`config.mk`:
```
export PLATFORM = sky130hd
export DESIGN_NAME = psc_pulser_scalers
export DESIGN_NICKNAME = d
export VERILOG_FILES = /design/src/pkg/psc_pkg.sv /design/src/rtl/psc_scaler_bank.sv /design/src/rtl/psc_pulser_scalers.sv
export VERILOG_INCLUDE_DIRS = /design/src /design/src/pkg
export SDC_FILE = /design/constraint.sdc
export NUM_CORES = 2
export LEC_CHECK = 0
export BUFFER_PORTS_ARGS = -buffer_cell sky130_fd_sc_hd__buf_2
export CAP_MARGIN = 10
export CORE_ASPECT_RATIO = 1.2
export CORE_MARGIN = 1
export CORE_UTILIZATION = 50
export DETAILED_ROUTE_END_ITERATION = 10
export GPL_TIMING_DRIVEN = 0
export PLACE_DENSITY = 0.66
export SLEW_MARGIN = 40
export SYNTH_ARGS = -nofsm -noshare
export SYNTH_HDL_FRONTEND = slang
export SYNTH_SLANG_ARGS = --single-unit
```
`constraint.sdc`:
```
create_clock -name clk -period 14.71 [get_ports clk]
set_clock_uncertainty 0.05 [all_clocks]
set_input_delay 2.942 -clock clk [delete_from_list [all_inputs] [get_ports clk]]
set_output_delay 2.942 -clock clk [all_outputs]
set_load 0.05 [all_outputs]
```
`src/pkg/psc_defines.svh`:
```
// Offsets, field positions, reset values and counts of the pulser and scaler block
`ifndef PSC_DEFINES_SVH
`define PSC_DEFINES_SVH

`define PSC_OFF_PERIOD 16'h0080
`define PSC_OFF_LOW_TICKS 16'h0084
`define PSC_OFF_PULSE_COUNT 16'h0088
`define PSC_OFF_LAUNCH 16'h008C
`define PSC_OFF_FINISHED 16'h0090
`define PSC_OFF_FREEZE 16'h0100
`define PSC_OFF_SCALER_BASE 16'h0104

`define PSC_REG_RESET 32'h00000000
`define PSC_COUNT_OFF 32'h00000000
`define PSC_COUNT_ENDLESS 32'h0FFFFFFF
`define PSC_SCALER_FULL 32'hFFFFFFFF
`define PSC_FINISHED_BIT 0
`define PSC_FREEZE_BIT 0

`define PSC_NUM_SCALERS 35
`define PSC_IDX_W 6
`define PSC_NUM_PINS 32

`define PSC_IDX_REF 0
`define PSC_IDX_GLOBAL 1
`define PSC_IDX_PIN_LO 2
`define PSC_IDX_PIN_HI 16
`define PSC_IDX_BUSY_EDGE 17
`define PSC_IDX_BUSY_LEVEL 18
`define PSC_IDX_REAR_LO 19
`define PSC_IDX_REAR_HI 34
`define PSC_PIN_BUSY 15

`endif

```
`src/pkg/psc_pkg.sv`:
```
// Types shared by the pulser and scaler block
package psc_pkg;
   typedef logic [31:0] psc_word_t;
   typedef enum logic {PSC_PULSE_IDLE, PSC_PULSE_RUN} psc_pulse_state_t;
endpackage

```
`src/rtl/psc_scaler_bank.sv`:
```
// Bank of saturating scalers with a registered read port
`timescale 1ns/1ps
`include "psc_defines.svh"
module psc_scaler_bank
   import psc_pkg::*;
(
   input wire logic clk,
   input wire logic reset,
   input wire logic clearAll,
   input wire logic countEn,
   input wire logic [`PSC_NUM_SCALERS-1:0] incVec,
   input wire logic [`PSC_IDX_W-1:0] rdIdx,
   output psc_word_t rdData
);

   psc_word_t cnt_r [`PSC_NUM_SCALERS];
   psc_word_t rdData_r;

   // Add one unless already full
   function automatic psc_word_t satInc(input psc_word_t v);
      if (v == `PSC_SCALER_FULL) begin
         return v;
      end
      return v + 32'h00000001;
   endfunction

   // Counters, cleared together, held while frozen
   always_ff @(posedge clk) begin
      for (int i = 0; i < `PSC_NUM_SCALERS; i++) begin
         if (reset || clearAll) begin
            cnt_r[i] <= `PSC_REG_RESET;
         end else if (countEn && incVec[i]) begin
            cnt_r[i] <= satInc(cnt_r[i]);
         end
      end
   end

   // Registered read, out-of-range index reads zero
   always_ff @(posedge clk) begin
      if (reset) begin
         rdData_r <= `PSC_REG_RESET;
      end else if (rdIdx < `PSC_IDX_W'(`PSC_NUM_SCALERS)) begin
         rdData_r <= cnt_r[rdIdx];
      end else begin
         rdData_r <= `PSC_REG_RESET;
      end
   end

   assign rdData = rdData_r;

endmodule

```
`src/rtl/psc_pulser_scalers.sv`:
```
// Test pulser and signal scaler register block
`timescale 1ns/1ps
`include "psc_defines.svh"
module psc_pulser_scalers
   import psc_pkg::*;
(
   input wire logic clk,
   input wire logic reset,
   input wire logic [15:0] regAddr,
   input wire logic regWr,
   input wire logic [31:0] regWrData,
   input wire logic regRd,
   output logic [31:0] regRdData,
   output logic regRdValid,
   input wire logic syncIn,
   input wire logic trig1In,
   input wire logic trig2In,
   input wire logic [1:0] nimOut,
   input wire logic [4:0] frontDiffIn,
   input wire logic [4:0] frontDiffOut,
   input wire logic busyIn,
   input wire logic [7:0] rearDiffIn,
   input wire logic [7:0] rearDiffOut,
   input wire logic globalTick,
   output logic pulserOut,
   output logic pulserFinished
);

   // Software settings
   psc_word_t period_r;
   psc_word_t lowTicks_r;
   psc_word_t pulseCount_r;
   logic freeze_r;

   // Pulser state
   psc_pulse_state_t pulseState_r;
   psc_pulse_state_t pulseState_nxt;
   psc_word_t phase_r;
   psc_word_t phase_nxt;
   psc_word_t delivered_r;
   psc_word_t delivered_nxt;
   logic pulserOut_r;
   logic pulserOut_nxt;
   logic finished_r;

   // Read path
   logic rdPending_r;
   logic rdFromBank_r;
   psc_word_t rdLocal_r;
   psc_word_t regRdData_r;
   logic regRdValid_r;

   // Pin synchronisers and edge detect
   logic [`PSC_NUM_PINS-1:0] pinRaw;
   logic [`PSC_NUM_PINS-1:0] pinMeta_r;
   logic [`PSC_NUM_PINS-1:0] pinSync_r;
   logic [`PSC_NUM_PINS-1:0] pinPrev_r;
   logic [`PSC_NUM_PINS-1:0] pinRise;

   // Address decode wires
   logic hitPeriod;
   logic hitLowTicks;
   logic hitPulseCount;
   logic hitLaunch;
   logic hitFinished;
   logic hitFreeze;
   logic hitScaler;
   logic [15:0] scalerOffset;
   logic [`PSC_IDX_W-1:0] scalerIdx;
   logic wrLaunch;
   logic wrFreeze;
   logic clearScalers;
   logic endless;
   logic countOff;
   logic periodEnd;
   psc_word_t periodEff;
   psc_word_t localRead;
   psc_word_t bankRdData;
   logic [`PSC_NUM_SCALERS-1:0] incVec;

   // Register address decode
   assign hitPeriod = (regAddr == `PSC_OFF_PERIOD);
   assign hitLowTicks = (regAddr == `PSC_OFF_LOW_TICKS);
   assign hitPulseCount = (regAddr == `PSC_OFF_PULSE_COUNT);
   assign hitLaunch = (regAddr == `PSC_OFF_LAUNCH);
   assign hitFinished = (regAddr == `PSC_OFF_FINISHED);
   assign hitFreeze = (regAddr == `PSC_OFF_FREEZE);
   assign scalerOffset = regAddr - `PSC_OFF_SCALER_BASE;
   assign scalerIdx = scalerOffset[`PSC_IDX_W+1:2];
   assign hitScaler = (regAddr >= `PSC_OFF_SCALER_BASE)
      && (scalerOffset[1:0] == 2'h0)
      && (scalerOffset[15:2] < 14'(`PSC_NUM_SCALERS));

   // Write strobes
   assign wrLaunch = regWr && hitLaunch;
   assign wrFreeze = regWr && hitFreeze;
   assign clearScalers = wrFreeze && !regWrData[`PSC_FREEZE_BIT];

   // Pulse-count modes
   assign countOff = (pulseCount_r == `PSC_COUNT_OFF);
   assign endless = (pulseCount_r == `PSC_COUNT_ENDLESS);

   // A zero period is taken as one tick so the phase always wraps
   assign periodEff = (period_r == `PSC_REG_RESET) ? 32'h00000001 : period_r;
   assign periodEnd = (phase_r == periodEff - 32'h00000001);

   // Settings registers
   always_ff @(posedge clk) begin
      if (reset) begin
         period_r <= `PSC_REG_RESET;
         lowTicks_r <= `PSC_REG_RESET;
         pulseCount_r <= `PSC_REG_RESET;
      end else if (regWr) begin
         if (hitPeriod) begin
            period_r <= regWrData;
         end
         if (hitLowTicks) begin
            lowTicks_r <= regWrData;
         end
         if (hitPulseCount) begin
            pulseCount_r <= regWrData;
         end
      end
   end

   // Freeze control
   always_ff @(posedge clk) begin
      if (reset) begin
         freeze_r <= 1'b0;
      end else if (wrFreeze) begin
         freeze_r <= regWrData[`PSC_FREEZE_BIT];
      end
   end

   // Pulser next-state logic
   always_comb begin
      pulseState_nxt = pulseState_r;
      phase_nxt = phase_r;
      delivered_nxt = delivered_r;
      pulserOut_nxt = 1'b0;
      case (pulseState_r)
         PSC_PULSE_IDLE: begin
            if (!countOff && (wrLaunch || endless)) begin
               pulseState_nxt = PSC_PULSE_RUN;
               phase_nxt = `PSC_REG_RESET;
               delivered_nxt = `PSC_REG_RESET;
               pulserOut_nxt = (lowTicks_r == `PSC_REG_RESET);
            end
         end
         PSC_PULSE_RUN: begin
            if (countOff) begin
               pulseState_nxt = PSC_PULSE_IDLE;
            end else if (wrLaunch) begin
               phase_nxt = `PSC_REG_RESET;
               delivered_nxt = `PSC_REG_RESET;
               pulserOut_nxt = (lowTicks_r == `PSC_REG_RESET);
            end else if (periodEnd) begin
               phase_nxt = `PSC_REG_RESET;
               delivered_nxt = delivered_r + 32'h00000001;
               pulserOut_nxt = (lowTicks_r == `PSC_REG_RESET);
               if (!endless && (delivered_nxt >= pulseCount_r)) begin
                  pulseState_nxt = PSC_PULSE_IDLE;
                  pulserOut_nxt = 1'b0;
               end
            end else begin
               phase_nxt = phase_r + 32'h00000001;
               pulserOut_nxt = (phase_nxt >= lowTicks_r);
            end
         end
         default: begin
            pulseState_nxt = PSC_PULSE_IDLE;
         end
      endcase
   end

   // Pulser registers
   always_ff @(posedge clk) begin
      if (reset) begin
         pulseState_r <= PSC_PULSE_IDLE;
         phase_r <= `PSC_REG_RESET;
         delivered_r <= `PSC_REG_RESET;
         pulserOut_r <= 1'b0;
      end else begin
         pulseState_r <= pulseState_nxt;
         phase_r <= phase_nxt;
         delivered_r <= delivered_nxt;
         pulserOut_r <= pulserOut_nxt;
      end
   end

   // Finished flag follows the pulser state
   always_ff @(posedge clk) begin
      if (reset) begin
         finished_r <= 1'b1;
      end else begin
         finished_r <= (pulseState_nxt == PSC_PULSE_IDLE);
      end
   end

   // Pin gathering, low index first
   assign pinRaw = {rearDiffOut, rearDiffIn, busyIn, frontDiffOut, frontDiffIn,
      nimOut, trig2In, trig1In, syncIn};

   // Two-stage synchroniser, then a history stage for edges
   always_ff @(posedge clk) begin
      if (reset) begin
         pinMeta_r <= '0;
         pinSync_r <= '0;
         pinPrev_r <= '0;
      end else begin
         pinMeta_r <= pinRaw;
         pinSync_r <= pinMeta_r;
         pinPrev_r <= pinSync_r;
      end
   end

   assign pinRise = pinSync_r & ~pinPrev_r;

   // Increment map for the scaler bank
   assign incVec[`PSC_IDX_REF] = 1'b1;
   assign incVec[`PSC_IDX_GLOBAL] = globalTick;
   assign incVec[`PSC_IDX_PIN_HI:`PSC_IDX_PIN_LO] = pinRise[14:0];
   assign incVec[`PSC_IDX_BUSY_EDGE] = pinRise[`PSC_PIN_BUSY];
   assign incVec[`PSC_IDX_BUSY_LEVEL] = pinSync_r[`PSC_PIN_BUSY];
   assign incVec[`PSC_IDX_REAR_HI:`PSC_IDX_REAR_LO] = pinRise[31:16];

   // Scaler storage
   psc_scaler_bank uBank (
      .clk(clk),
      .reset(reset),
      .clearAll(clearScalers),
      .countEn(!freeze_r),
      .incVec(incVec),
      .rdIdx(scalerIdx),
      .rdData(bankRdData)
   );

   // Local register read mux; launch and unmapped read zero
   assign localRead =
      hitPeriod ? period_r :
      hitLowTicks ? lowTicks_r :
      hitPulseCount ? pulseCount_r :
      hitFinished ? {31'h00000000, finished_r} :
      hitFreeze ? {31'h00000000, freeze_r} :
      `PSC_REG_RESET;

   // First read stage
   always_ff @(posedge clk) begin
      if (reset) begin
         rdPending_r <= 1'b0;
         rdFromBank_r <= 1'b0;
         rdLocal_r <= `PSC_REG_RESET;
      end else begin
         rdPending_r <= regRd;
         rdFromBank_r <= hitScaler;
         rdLocal_r <= localRead;
      end
   end

   // Second read stage drives the port
   always_ff @(posedge clk) begin
      if (reset) begin
         regRdData_r <= `PSC_REG_RESET;
         regRdValid_r <= 1'b0;
      end else begin
         regRdValid_r <= rdPending_r;
         if (rdPending_r) begin
            regRdData_r <= rdFromBank_r ? bankRdData : rdLocal_r;
         end
      end
   end

   // Outputs straight from flip-flops
   assign regRdData = regRdData_r;
   assign regRdValid = regRdValid_r;
   assign pulserOut = pulserOut_r;
   assign pulserFinished = finished_r;

endmodule

```
# --- Word-level counts from Yosys, hierarchy flattened ---
# Memory sizes are Yosys's and may differ from the RTL's. A register that Yosys moved wholly into a read port is not among the register bits.
# Cells that the tools add are included.
word_totals:
  reg_bits: 327
  latch_bits: 0
  ramBits: 1120
  romBits: 0
  in_bits: 85
  output_inout_bits: 35
  elab_cells: 620
  memories: 1
memory_table:
  columns: ["name", "words", "word_bits", "rd", "rd_clocked_by_memory_dff", "write_ports", "line_no", "rtl"]
  rows:
  - ["uBank.cnt_r", 35, 32, 36, 1, 35, "psc_scaler_bank.sv:16", "psc_word_t cnt_r [`PSC_NUM_SCALERS];"]
op_classes:
  add_sub_neg: 39
  mul: 0
  div_mod_pow: 0
  magnitude_cmp: 5
  n_eq_ne: 46
  shift: 0
  n_mux: 415
  bitwise: 40
  reduce_logical: 57
ops:
  columns: ["operator", "count"]
  rows:
  - ["two-way mux 32 bit", 187]
  - ["adder 32 x 1 -> 32 bit, second input constant", 37]
  - ["== test 32 bit, second input constant", 35]
  - ["two-way mux 1 bit", 224]
  - ["case mux 32 bit (2 select lines)", 2]
  - ["logical NOT 32 bit", 3]
  - ["== test 16 x 8 -> 1 bit, second input constant", 5]
  - ["greater-or-equal comparator 32 bit", 2]
  - ["logical AND 1 bit", 41]
  - ["OR 1 bit", 35]
  - ["bitwise AND 32 bit", 1]
  - ["== test 32 x 28 -> 1 bit, second input constant", 1]
  - ["== test 32 bit", 1]
  - ["NOT 32 bit", 1]
  - ["subtractor 32 x 1 -> 32 bit, second input constant", 1]
  - ["== test 16 x 9 -> 1 bit, second input constant", 1]
  - ["greater-or-equal comparator 16 x 9 -> 1 bit, second input constant", 1]
  - ["subtractor 16 x 9 -> 16 bit, second input constant", 1]
  - ["< comparator 14 x 6 -> 1 bit, second input constant", 1]
  - ["AND reduction 2 bit", 4]
  - ["< comparator 6 bit, second input constant", 1]
  - ["logical NOT 1 bit", 4]
  - ["!= test 2 bit, second input constant", 2]
  - ["case mux 1 bit (2 select lines)", 2]
  - ["6 further kinds", 9]

# --- Logic depth before layout (Yosys ltp) ---
depth:
  depth_word: 9
  depth_mapped: 19
  depth_no_buf: 17

# --- By module ---
# Synthesis repeated with hierarchy kept, for this count alone.
hier_totals:
  cells_unflattened: 8626
  area_unflattened_um2: 85573.3
modules_own_cells:
  columns: ["module", "instances", "cells_per_inst", "area_each_um2", "seq_area_each_um2"]
  rows:
  - ["psc_scaler_bank", 1, 6677, 69526.7, 34272.9]
  - ["psc_pulser_scalers", 1, 1949, 16046.6, 6546.3]

# --- Worst setup path before layout ---
# Ideal clock, no wire load.
synth_timing:
  path_kind: "input to register"
  start: "input port regAddr[2]"
  end: "memory uBank.cnt_r[17][0] (netlist bit) (enable)"
  setup_ns: 0.466
  arrival_ns: 8.531
  t_required_ns: 14.194
  path_slack_ns: 5.663
  path_stages: 16
  n_path_buf: 7
  path_cell_list: "clkbuf_1 > buf_1 > clkbuf_1 > clkbuf_1 > clkbuf_1 > inv_1 > ha_1 > nand2_1 > nor2_1 > a21oi_1 > nor2b_1 > clkbuf_1 > nand2_1 > or2_2 > clkbuf_1 > o21ai_0"
synth_rtl:
  columns: ["element", "line_no", "rtl"]
  rows:
  - ["start: declaration", "psc_pulser_scalers.sv:9", "input wire logic [15:0] regAddr,"]
  - ["end: declaration", "psc_scaler_bank.sv:16", null]

# --- Final worst setup path ---
layout_timing:
  start: "input port regAddr[2]"
  end: "register uBank.rdData_r[6], in the netlist uBank.rdData[6], read port of uBank.cnt_r"
layout_between:
  elab_chain_cells: 4
layout_rtl:
  columns: ["element", "line_no", "rtl"]
  rows:
  - ["subtractor 16 x 9 -> 16 bit (no line) *", null, null]
  - ["< comparator 6 bit", "psc_scaler_bank.sv:42", "end else if (rdIdx < `PSC_IDX_W'(`PSC_NUM_SCALERS)) begin"]
  - ["NOT 1 bit (no line)", null, null]
  - ["OR reduction 2 bit (no line)", null, null]
  - ["end: declaration", "psc_scaler_bank.sv:17", "psc_word_t rdData_r;"]
# Mark *: on every way between the ends. The rest lies on a longest branch, timed or not.
# A chain may end at the register's enable or synchronous reset.

==> results.py <==
metrics = {
    "run_status": {
        "status": "complete, no violations",
    },
    "cells_and_area": {
        "postLayoutCoreUtil_pct": 56.6,
        "finalNonFillerCells": 10400,
        "nNetsFinal": 8341,
        "seqCellArea_um2": 40800,
        "design_area_um2": 93000,
        "area_delta_synth_final_pct": 12.3,
        "fill_cells": 13900,
        "layout-drive-gt1-share_pct": 11.1,
        "multiInputGateArea_um2": 40500,
    },
    "logic_synthesis": {
        "synthFlopType": "edfxtp_1",
        "avgSynthCellArea_um2": 10.6,
        "synth_fp_nets": 8003,
        "synth_top_cell_area_share_pct": 40.6,
        "ys_warn_count": 0,
        "synth_seq_cells": 1479,
        "netlist_top_cells_count": "nor2_1 (1558), edfxtp_1 (1120), xor2_1 (711), nand2_1 (604), nand3_1 (454)",
        "synth-edff-count": 1120,
        "async_flop_share_pct": 0,
        "syn-cell-area_um2": 82800,
        "yosys-top-cells-area": "edfxtp_1 (41%), mux4_2 (8.7%), dfxtp_1 (8.7%)",
        "syn_inst": 7811,
        "yosys.area.top_type": "edfxtp_1",
        "ys_seq_area_share_pct": 49.3,
        "yosysMostFrequentCell": "nor2_1",
        "yosys.cell_types.count": 72,
    },
    "sta": {
        "max-slew-margin-rel_pct": 37.6,
        "min_period_ps": 10260,
        "tightest_slew_ps": 932,
        "slew_violations": 0,
        "hold_viol_final": 0,
        "finalCritPeriodShare_pct": 69.8,
        "setup_ws_ps": 4450,
        "timing.hold.ws_ps": 372,
        "rsz0062_at_grt": "false",
        "max_freq_mhz": 97.5,
        "finalSetupTns_ps": 0,
        "setup_viol": 0,
    },
    "routing": {
        "drc": 0,
        "wirelength_um": 261000,
        "wl_per_cell_um": 25.0,
        "drt_iter0_drc": 6834,
        "vias": 63500,
        "vias_per_cell": 6.08,
        "ant_nets": 0,
        "firstDrtPassIters": 6,
    },
    "clock_tree": {
        "cts_sinks": 1479,
        "path_clk_slew_ps": 60,
        "root_buffer": "clkbuf_16",
        "cts_post_setup_buffers_inserted": 0,
        "cts_resized": 0,
        "cts_buffers": 157,
        "max-clock-path-buffers": 3,
        "clock_latency_ps": 850,
        "cts_tree": "built",
        "htree_levels": 4,
        "hold_buffers": 0,
    },
    "global_routing": {
        "grt_start_max_net_pins": 19,
        "grt_pass1_vias": 60600,
        "grt_use_met1_pct": 38.7,
        "met2_usage_pct": 50.2,
        "top_usage_layer": "met2",
        "gr-usage-all-layers_pct": 30.9,
        "grt_antenna_before_repair": 34,
        "met3_usage_pct": 5.58,
        "globalRoute.totalOverflow": 0,
        "grt_pass1_wl_um": 386000,
    },
    "critical_path": {
        "worst-path-buf-inv": 12,
        "critPathLaunchType": "primary input",
        "critical_path.endpoint_type": "flop",
        "cpLargestDelayFamily": "buffers and inverters",
        "critical_path.slowest_cell": "mux2i_1",
        "slowest_delay_ps": 710,
        "reg2reg_to": "delivered_r[16]$_SDFFE_PP0P_",
        "r2r_start": "period_r[20]$_SDFFE_PP0P_",
        "cp.arrival_ps": 10890,
        "cp.required_ps": 15340,
        "path_cells": "buf_2, clkbuf_1, buf_2, buf_16, clkbuf_2, clkbuf_2, clkbuf_1, inv_1, ha_1, clkbuf_1, clkbuf_2, clkbuf_2, clkbuf_1, mux4_2, mux4_2, mux2i_1, a211oi_1",
        "crit_type": "primary input to flop",
        "r2r_setup_slack_ps": 8940,
        "reg2reg_depth": 16,
        "crit_fanout": 10,
    },
    "placement": {
        "dp_hpwl_um": 202000,
        "place.port_buffers": 119,
        "numPlacedInstances": 10100,
        "dpl_cell_area_um2": 87700,
        "gp_congestion": 1.07,
        "place_ws_ps": 3810,
    },
    "power": {
        "power.density_nw_per_um2": 107,
        "totalPowerFinal_mw": 10.0,
        "leakagePower_nw": 32.2,
        "ir_worst_vdd_mv": 0.145,
    },
    "floorplanning": {
        "dieHeight_um": 448,
        "core_area_um2": 164000,
        "die_x_um": 374,
        "io_pins": 120,
        "die_area_um2": 167000,
        "floorplan.initialDensity_pct": 50.4,
        "rows": 163,
    },
    "hold_path": {
        "whs_path_depth": 1,
        "min_to": "pinSync_r[13]$_SDFF_PP0_",
        "hold_path_class": "flop to flop",
        "hp-start": "pinMeta_r[13]$_SDFF_PP0_",
    },
    "job": {
        "drv_cap": 0,
    },
}
## layout by cell type, fill, tap and decap left out, drive strengths merged, types with 40 or more instances in the layout
master	n
and3	255
mux2i	131
ha	107
buf	231
clkbuf	505
nor2b	132
edfxtp	1120
a22o	40
clkinv	58
nor2	1558
nand3	455
and4	101
nor4	51
mux4	320
inv	178
nand4	194
xnor2	405
nand2	605
and2	48
o21ai	89
a21oi	154
xor2	711
dfxtp	359
nor3	101
a211oi	78
## sequential cells by signal (all words and copies together), names as in the netlist, 32 cells and up
register / cells
period_r: 32
pinPrev_r: 32
lowTicks_r: 32
pulseCount_r: 32
pinMeta_r: 32
rdLocal_r: 32
pinSync_r: 32
delivered_r: 32
phase_r: 32
uBank.cnt_r: 1120
uBank.rdData: 32
regRdData: 32
## worst register-to-register path, cell delays in order (launching register included)
cell and delay [ps]:
dfxtp_1 410, or4_1 680, nor4_4 650, and2_1 370
a21oi_1 120, ha_1 230, clkbuf_1 250, xor2_1 210
nor2_1 120, a21oi_1 70, a2111oi_0 720, nand3_1 170
nor3_2 440, and4_1 410, clkbuf_1 440, o21ai_0 170
a21bo_2 210
## cell families after synthesis
logic type | Yosys count | share of synthesized area (%)
xor+xnor | 1116 | 11.8
fa+ha+maj | 107 | 1.62
flops | 1479 | 49.3
compound gates | 503 | 4.02
simple gates | 3635 | 20.6
buf+inv | 518 | 2.41
mux | 453 | 10.3
## cell type report
type                       count  area share, %
tap                         2145           2.89
multi-input combinational   5814           43.6
sequential                  1479           43.9
inverter                     169          0.682
timing repair buffer         179           1.77
antenna                       14         0.0377
buffer                       349           1.55
clock inverter                80          0.834
clock buffer                 208           4.79
## report_power, final
group | switching (mW) | internal, mW | total [mW] | leakage [nW]
clock network | 1.79 | 2.32 | 4.11 | 2.59
logic | 0.617 | 0.385 | 1.00 | 15.0
registers | 0.211 | 4.67 | 4.88 | 14.6
total | 2.62 | 7.38 | 10.0 | 32.2
## routing by layer
metal | part of all wire [%] | vias up | routed length, um
li1 | - | 28700 | -
met1 | 38 | 31400 | 99900
met2 | 47 | 2767 | 123000
met3 | 8.2 | 583 | 21400
met4 | 6.5 | 16 | 16800
met5 | 0.044 | - | 114
## worst max path at each step
stage	to	cells past startpoint	slack, ps	startpoint
2_1_floorplan	uBank.cnt_r[17][0]$_SDFFCE_PN0P_	16	5660	regAddr[2]
3_3_place_gp	uBank.cnt_r[28][9]$_SDFFCE_PN0P_	16	-780	regAddr[2]
3_5_place_dp	uBank.rdData[7]$_SDFF_PP0_	17	3810	regAddr[2]
4_1_cts	uBank.rdData[4]$_SDFF_PP0_	17	4680	regAddr[2]
5_1_grt	uBank.rdData[4]$_SDFF_PP0_	17	4610	regAddr[2]
6_report	uBank.rdData[6]$_SDFF_PP0_	17	4450	regAddr[2]
(Power assumes the default switching activity.)
